**src/logic/addr_unit_consts.svh**
```systemverilog
// Offsets, field positions, reset values and widths of the address unit
`ifndef ADDR_UNIT_CONSTS_SVH
`define ADDR_UNIT_CONSTS_SVH

`define AU_ADDR_W        16
`define AU_CTRL_W        11
`define AU_NUM_R         16
`define AU_NUM_B         6
`define AU_NUM_PAIR      4

// Control word fields
`define AU_CTRL_MASK_LSB 0
`define AU_CTRL_MASK_MSB 3
`define AU_CTRL_BBANK    8
`define AU_CTRL_POST     9
`define AU_CTRL_ALTEN    10
`define AU_CTRL_RESET    11'h000

// Status / interrupt bits
`define AU_EV_W          3
`define AU_EV_CMP        0
`define AU_EV_REINIT     1
`define AU_EV_ALT        2

// APB byte offsets
`define AU_OFS_CTRL      12'h000
`define AU_OFS_STATUS    12'h004
`define AU_OFS_IMASK     12'h008
`define AU_OFS_LAST      12'h00c
`define AU_OFS_R_BASE    12'h040
`define AU_OFS_B_BASE    12'h080
`define AU_OFS_C_BASE    12'h0a0
`define AU_OFS_I_BASE    12'h0b0
`define AU_APB_AW        12

// Offset-select code that takes the offset from the data port
`define AU_BSEL_DATA     2'h3

`endif

```
**src/logic/addr_unit_pkg.sv**
```systemverilog
// Types shared by the address unit and its surroundings
package addr_unit_pkg;

  typedef enum logic [1:0] {
    LOOP_ADD_OFFSET,
    LOOP_SUB_OFFSET,
    LOOP_INCREMENT,
    LOOP_DECREMENT
  } loop_op_t;

  typedef struct packed {
    logic        valid;
    loop_op_t    op;
    logic [3:0]  r_sel;
    logic [1:0]  b_sel;
    logic [1:0]  c_sel;
    logic        data_port_select_input;
    logic [15:0] data;
  } loop_instr_t;

  typedef struct packed {
    logic        psel;
    logic        penable;
    logic        pwrite;
    logic [11:0] paddr;
    logic [31:0] pwdata;
  } apb_req_t;

endpackage

```
**src/logic/looping_address_update_unit.sv**
```systemverilog
// Looping address output, update and reinitialisation unit with APB access
//
// The APB interface to the registers and the address map were chosen for this implementation.
`timescale 1ns/1ps
`include "addr_unit_consts.svh"

module looping_address_update_unit (
  input  wire logic                      sys_clk,
  input  wire logic                      sys_rst,
  input  wire addr_unit_pkg::loop_instr_t instr,
  input  wire addr_unit_pkg::apb_req_t   apb,
  output logic                           pready,
  output logic                           pslverr,
  output logic [31:0]                    prdata,
  output logic [15:0]                    addr_out,
  output logic                           addr_out_en,
  output logic                           compare_zero_output,
  output logic                           alternate_instruction_store,
  output logic                           irq
);
  import addr_unit_pkg::*;

  localparam int AW = `AU_ADDR_W;

  logic [AW-1:0]             r_q [`AU_NUM_R];
  logic [AW-1:0]             b_q [`AU_NUM_B];
  logic [AW-1:0]             c_q [`AU_NUM_PAIR];
  logic [AW-1:0]             i_q [`AU_NUM_PAIR];
  logic [`AU_CTRL_W-1:0]     ctrl_q;
  logic [`AU_EV_W-1:0]       status_q;
  logic [`AU_EV_W-1:0]       imask_q;

  // Datapath terms for the instruction in flight
  logic [AW-1:0]             src;
  logic [AW-1:0]             offset;
  logic [AW-1:0]             updated;
  logic [AW-1:0]             out_addr;
  logic [AW-1:0]             boundary;
  logic                      increasing;
  logic                      flag;
  logic                      reinit;
  logic                      alt_hit;
  logic [2:0]                b_idx;
  logic                      post_mode;

  always_comb begin
    post_mode = ctrl_q[`AU_CTRL_POST];
    // Data port replaces the address register when selected
    src = instr.data_port_select_input ? instr.data
                                       : r_q[instr.r_sel];
    b_idx = ctrl_q[`AU_CTRL_BBANK] ? 3'(instr.b_sel) + 3'd3
                                   : 3'(instr.b_sel);
    if (instr.b_sel == `AU_BSEL_DATA) begin
      offset = instr.data;
    end else begin
      offset = b_q[b_idx];
    end
    case (instr.op)
      LOOP_ADD_OFFSET: begin
        updated    = src + offset;
        increasing = 1'b1;
      end
      LOOP_SUB_OFFSET: begin
        updated    = src - offset;
        increasing = 1'b0;
      end
      LOOP_INCREMENT: begin
        updated    = src + 16'h0001;
        increasing = 1'b1;
      end
      LOOP_DECREMENT: begin
        updated    = src - 16'h0001;
        increasing = 1'b0;
      end
      default: begin
        updated    = src;
        increasing = 1'b1;
      end
    endcase
    // Pre-update outputs the stored value, post-update the new one
    out_addr = post_mode ? updated : src;
    boundary = c_q[instr.c_sel];
    // Comparator sees the output address, so in pre-update a boundary
    // reached now is only seen on the next access of that register;
    // its direction is the current op's, so a raise then lower slips by
    if (increasing) begin
      flag = out_addr >= boundary;
    end else begin
      flag = out_addr <= boundary;
    end
    // Alternate mode overrides the mask entirely
    reinit  = flag && ctrl_q[`AU_CTRL_MASK_LSB + instr.c_sel]
                   && !ctrl_q[`AU_CTRL_ALTEN];
    alt_hit = flag && ctrl_q[`AU_CTRL_ALTEN];
  end

  // APB decode: one-cycle access phase, answer registered in setup
  logic                      setup;
  logic                      wr_en;
  logic [`AU_APB_AW-1:0]     a;
  logic [31:0]               rd_d;
  logic                      err_d;

  assign setup = apb.psel && !apb.penable;
  assign wr_en = apb.psel && apb.penable && pready && apb.pwrite && !pslverr;
  assign a     = apb.paddr;

  always_comb begin
    rd_d  = 32'h0000_0000;
    err_d = 1'b0;
    if (a[1:0] != 2'b00) begin
      err_d = 1'b1;
    end else if (a == `AU_OFS_CTRL) begin
      rd_d = 32'(ctrl_q);
    end else if (a == `AU_OFS_STATUS) begin
      rd_d = 32'(status_q);
    end else if (a == `AU_OFS_IMASK) begin
      rd_d = 32'(imask_q);
    end else if (a == `AU_OFS_LAST) begin
      rd_d = {15'h0000, compare_zero_output, addr_out};
    end else if (a >= `AU_OFS_R_BASE && a < `AU_OFS_R_BASE + 12'h040) begin
      rd_d = 32'(r_q[a[5:2]]);
    end else if (a >= `AU_OFS_B_BASE && a < `AU_OFS_B_BASE + 12'h018) begin
      rd_d = 32'(b_q[3'(a[4:2])]);
    end else if (a >= `AU_OFS_C_BASE && a < `AU_OFS_C_BASE + 12'h010) begin
      rd_d = 32'(c_q[a[3:2]]);
    end else if (a >= `AU_OFS_I_BASE && a < `AU_OFS_I_BASE + 12'h010) begin
      rd_d = 32'(i_q[a[3:2]]);
    end else begin
      err_d = 1'b1;
    end
  end

  always_ff @(posedge sys_clk or posedge sys_rst) begin
    if (sys_rst) begin
      pready  <= 1'b0;
      pslverr <= 1'b0;
      prdata  <= 32'h0000_0000;
    end else begin
      pready  <= setup;
      pslverr <= setup && err_d;
      prdata  <= (setup && !apb.pwrite) ? rd_d : 32'h0000_0000;
    end
  end

  // Address registers: instruction write-back has priority over software
  always_ff @(posedge sys_clk or posedge sys_rst) begin
    if (sys_rst) begin
      for (int n = 0; n < `AU_NUM_R; n++) begin
        r_q[n] <= 16'h0000;
      end
    end else begin
      if (wr_en && a >= `AU_OFS_R_BASE && a < `AU_OFS_R_BASE + 12'h040) begin
        r_q[a[5:2]] <= apb.pwdata[AW-1:0];
      end
      if (instr.valid) begin
        // Result lands at the edge closing the instruction cycle
        r_q[instr.r_sel] <= reinit ? i_q[instr.c_sel]
                                   : updated;
      end
    end
  end

  // Offset, boundary and start registers are software written only
  always_ff @(posedge sys_clk or posedge sys_rst) begin
    if (sys_rst) begin
      for (int n = 0; n < `AU_NUM_B; n++) begin
        b_q[n] <= 16'h0000;
      end
      for (int n = 0; n < `AU_NUM_PAIR; n++) begin
        c_q[n] <= 16'h0000;
        i_q[n] <= 16'h0000;
      end
    end else if (wr_en) begin
      if (a >= `AU_OFS_B_BASE && a < `AU_OFS_B_BASE + 12'h018) begin
        b_q[3'(a[4:2])] <= apb.pwdata[AW-1:0];
      end
      if (a >= `AU_OFS_C_BASE && a < `AU_OFS_C_BASE + 12'h010) begin
        c_q[a[3:2]] <= apb.pwdata[AW-1:0];
      end
      if (a >= `AU_OFS_I_BASE && a < `AU_OFS_I_BASE + 12'h010) begin
        i_q[a[3:2]] <= apb.pwdata[AW-1:0];
      end
    end
  end

  // Control word and interrupt mask
  always_ff @(posedge sys_clk or posedge sys_rst) begin
    if (sys_rst) begin
      ctrl_q  <= `AU_CTRL_RESET;
      imask_q <= 3'h0;
    end else if (wr_en) begin
      if (a == `AU_OFS_CTRL) begin
        ctrl_q <= apb.pwdata[`AU_CTRL_W-1:0];
      end
      if (a == `AU_OFS_IMASK) begin
        imask_q <= apb.pwdata[`AU_EV_W-1:0];
      end
    end
  end

  // Sticky events; a new event in the clearing cycle survives
  logic [`AU_EV_W-1:0] ev;
  logic [`AU_EV_W-1:0] clr;

  assign ev  = instr.valid ? {alt_hit, reinit, flag} : 3'h0;
  assign clr = (wr_en && a == `AU_OFS_STATUS) ? apb.pwdata[`AU_EV_W-1:0]
                                              : 3'h0;

  always_ff @(posedge sys_clk or posedge sys_rst) begin
    if (sys_rst) begin
      status_q <= 3'h0;
      irq      <= 1'b0;
    end else begin
      status_q <= (status_q & ~clr) | ev;
      irq      <= |(((status_q & ~clr) | ev) & imask_q);
    end
  end

  // Address port and compare pin, registered for clean outputs
  always_ff @(posedge sys_clk or posedge sys_rst) begin
    if (sys_rst) begin
      addr_out                    <= 16'h0000;
      addr_out_en                 <= 1'b0;
      compare_zero_output         <= 1'b0;
      alternate_instruction_store <= 1'b0;
    end else begin
      addr_out_en <= instr.valid;
      if (instr.valid) begin
        addr_out            <= out_addr;
        compare_zero_output <= flag;
      end
      // Requests the alternate instruction for the following cycle
      alternate_instruction_store <= instr.valid && alt_hit;
    end
  end

endmodule // looping_address_update_unit
```
**config.mk**
```make
export PLATFORM = sky130hd
export DESIGN_NAME = looping_address_update_unit
export DESIGN_NICKNAME = d
export VERILOG_FILES = /design/src/logic/addr_unit_pkg.sv /design/src/logic/looping_address_update_unit.sv
export VERILOG_INCLUDE_DIRS = /design/src /design/src/logic
export SDC_FILE = /design/constraint.sdc
export NUM_CORES = 2
export LEC_CHECK = 0
export BUFFER_PORTS_ARGS = -buffer_cell sky130_fd_sc_hd__buf_4
export CAP_MARGIN = 20
export CORE_ASPECT_RATIO = 1.5
export CORE_UTILIZATION = 23
export CTS_CLUSTER_SIZE = 40
export DETAILED_ROUTE_END_ITERATION = 16
export GPL_TIMING_DRIVEN = 0
export PLACE_DENSITY = 0.48
export SLEW_MARGIN = 20
export SYNTH_ARGS = -nofsm -noshare
export SYNTH_HDL_FRONTEND = slang
export SYNTH_SLANG_ARGS = --single-unit
export TNS_END_PERCENT = 20
```
**constraint.sdc**
```tcl
create_clock -name sys_clk -period 28.6 [get_ports sys_clk]
set_input_delay 4.29 -clock sys_clk [delete_from_list [all_inputs] [get_ports sys_clk]]
set_output_delay 4.29 -clock sys_clk [all_outputs]
set_load 0.02 [all_outputs]
```
==> flow_summary.toml <==
[yosys]
ys_seq_area_share_pct = 41.1
ys_ff_latch = 536
synth_area_per_cell_sq_um = 11.6
yosysUniqueCellTypes = 78
yosys_warnings = 0
synth_cells = 2808
synth_edf_count = 0
async_reset_ff_share_pct = 100
syn_area_sq_mm = 0.0326
yosys_most_used_dff = "dfrtp_1"

[sta]
tightest_slew_ns = 1.27
timing.fmax_ghz = 0.0637
fin_skew_ns = 0.0349
fin_crit_ns = 15.71
hold_slack_ns = 0.521
slew_headroom_pct = 15.5
setup_viol = 0
post-route-period-util_pct = 54.9
hold_viol = 0
slew_viol_final = 0
finalSetupTns_ns = 0
grt_setup_unrepaired = "no"

[worst_hold_path]
worstHoldStart = "status_q[0]"
whs_endpoint = "status_q[0]"
min_path_type = "reg -> reg"
hold_path_depth = 2

[cells_and_area]
drive_gt1_share_pct = 29.0
fillers = 14700
utilization_pct = 27.1
area_delta_synth_final_pct = 16.3
finalInstanceArea_sq_mm = 0.0380
regArea_sq_mm = 0.0134
multiInputGateArea_sq_mm = 0.0179
final_nets = 3092

[power_and_ir_drop]
power.leakage_nw = 16.4
ir_drop_v = 0.0000521
p_per_area_mw_per_mm2 = 73.3

[worst_setup_path]
reg2reg_to = "r_q[214]"
reg2reg_depth = 27
crit_fanout = 10
critPathKind = "in -> reg"
critPathArrivalTime_ns = 16.22
ff2ff_setup_slack_ns = 17.32
r2r-start = "ctrl_q[8]"
end_kind = "flip-flop"
crit_required_ns = 29.11
critPathLaunchType = "input pin"
cpPeakStageDelay_ns = 1.08
critPathSlowestCell = "a221oi_1"

[clock_network]
cts.sinks = 536
clock_latency_ns = 0.68
cts_buffers = 60
post_cts_buffers = 0
cts_tree = "yes"
ctsLongestPathBuffers = 3
htree_num_levels = 2
holdBufCountCts = 0
cts_root_buf = "clkbuf_16"
ctsResizeCount = 0
clk_pin_slew_worst_paths_ns = 0.07

[floorplanning]
die_width_um = 310
io_pins = 131
die_y_um = 463
rows = 168
dieArea_sq_mm = 0.143
initial_utilization_pct = 23.3
core_area_sq_mm = 0.140

[detailed_routing]
drtIter0Drc = 1994
vias = 25200
vias_per_cell = 5.15
antenna_left = 0
wl_per_cell_um = 29.2
routed_wl_um = 143000
drc = 0
dr.pass1.iters = 5

[global_route]
antenna_found_initial = 15
overflow = 0
grtUsageTotal_pct = 19.8
grt_max_degree = 96
grt_pass1_vias = 26300
grt_pass1_wl_um = 200000

[place]
gp_congestion = 0.968
dpl.hpwl_um = 115000
place_area_sq_mm = 0.0359
io_buffer_count = 85

[status]
status = "complete, no violations"

[run]
drv_cap = 0
Yosys cell counts (6+ instances only):
cell	count	area (sq um)
mux2_2	333	3750
mux2i_1	232	2320
nor2_1	140	526
nor3_1	20	100
a31oi_1	8	50.1
a221oi_1	14	123
a21oi_1	141	706
nand2b_1	17	106
a211oi_1	26	195
nor2b_1	30	188
a22oi_1	31	233
o211ai_1	17	128
a21o_1	6	45.0
o21ai_0	237	1190
and3_1	10	62.6
a21oi_4	10	163
clkbuf_1	202	758
nand3_1	22	110
nand2_1	257	965
mux4_2	241	5430
inv_1	43	161
o22ai_1	17	106
dfrtp_1	536	13400
buf_1	25	93.8
buf_4	19	143
xnor2_1	19	166
buf_2	28	140
ha_1	35	438
layer usage:
layer | up-vias | track usage (%) | part of all wire [%]
met5 | - | 0 | 0.092
met4 | 24 | 15.9 | 9.4
met3 | 461 | 3.73 | 5.8
met2 | 1053 | 35.3 | 51
met1 | 12900 | 19.9 | 33
li1 | 10800 | - | -
cell type report:
type                    count  area share [%]
well taps                1870            6.16
multi-input cells        1963            47.3
repair buffers             95            2.25
inverters                  44           0.455
clock inverters            25           0.597
clock buffers              86            4.72
flip-flops and latches    536            35.3
diodes                      1         0.00659
plain buffers             279            3.22
cell usage in the layout, fill, tap and decap left out, drive strengths merged, types with 5 or more instances in the layout:
master  synthesis  final
nor3           22     22
a21o            7      7
a22oi          31     31
a221oi         16     16
a221o           6      6
inv            43     46
and2            6      6
conb            1     15
clkinv          1     18
dfrtp         536    536
mux4          241    241
mux2          333    333
nor2          140    140
nand3          22     22
mux2i         233    233
a211oi         26     26
xnor2          19     19
and3           10     10
o22ai          17     17
buf            77    172
ha             35     35
nand2b         17     17
nand2         257    257
a21oi         151    151
nor4            5      5
a31oi           8      8
o21ai         238    238
clkbuf        202    288
xor2            5      5
nor2b          30     30
or2             5      5
o211ai         17     17
worst max path at each step:
stage                        endpoint  slack [ns]  cells after the start       from
after global routing         r_q[214]       13.06                     35  instr[19]
after CTS                    r_q[150]       13.04                     34  instr[19]
after detailed placement     r_q[190]       12.38                     34  instr[19]
after global placement        b_q[68]        1.29                      2    sys_rst
after floorplan           addr_out[0]        9.33                      1    sys_rst
final                        r_q[214]       12.89                     32  instr[19]
metrics by stage:
stage / setup slack (ns) / total power, mW / std cells
after CTS: 13.04 / 2.78 / 4898
after detailed placement: 12.38 / 1.96 / 4787
after floorplan: 9.33 / 1.63 / 2822
after global placement: 1.29 / 1.94 / 4777
after global routing: 13.06 / 2.90 / 4898
final: 12.89 / 2.78 / 4899
registers in the layout, summed over array words and instances, names as in the netlist:
register / cells
addr_out: 16
addr_out_en: 1
alternate_instruction_store: 1
b_q: 96
c_q: 64
compare_zero_output: 1
ctrl_q: 11
i_q: 64
imask_q: 3
irq: 1
prdata: 17
pready: 1
pslverr: 1
r_q: 256
status_q: 3
power breakdown:
group,internal [mW],total [mW],switching (mW),leakage [nW]
Sequential,0.929,1.07,0.138,6.99
Combinational,0.397,0.901,0.504,8.37
Clock,0.454,0.814,0.360,1.00
Total,1.78,2.78,1.00,16.4
critical path: cells and delay by family:
kind | cells | cell delay (ns)
AOI/OAI and AO/OA | 9 | 3.41
xor gates and xnor gates | 3 | 1.07
adders and majority gates | 3 | 0.95
buffers and inverters | 8 | 2.67
muxes | 1 | 0.78
and+or+nand+nor | 8 | 2.99
cells by family (layout without fill, tap and decap cells):
family	after synthesis	after routing	synth area share [%]
fa+ha+maj	36	36	1.40
simple gates	539	539	7.30
other cells	1	16	0.0115
buf+inv	323	529	4.18
mux	807	807	35.3
xor+xnor	25	25	0.717
compound gates	541	541	9.98
flops	536	536	41.1
Note: power is estimated with default switching activity, not from simulation.
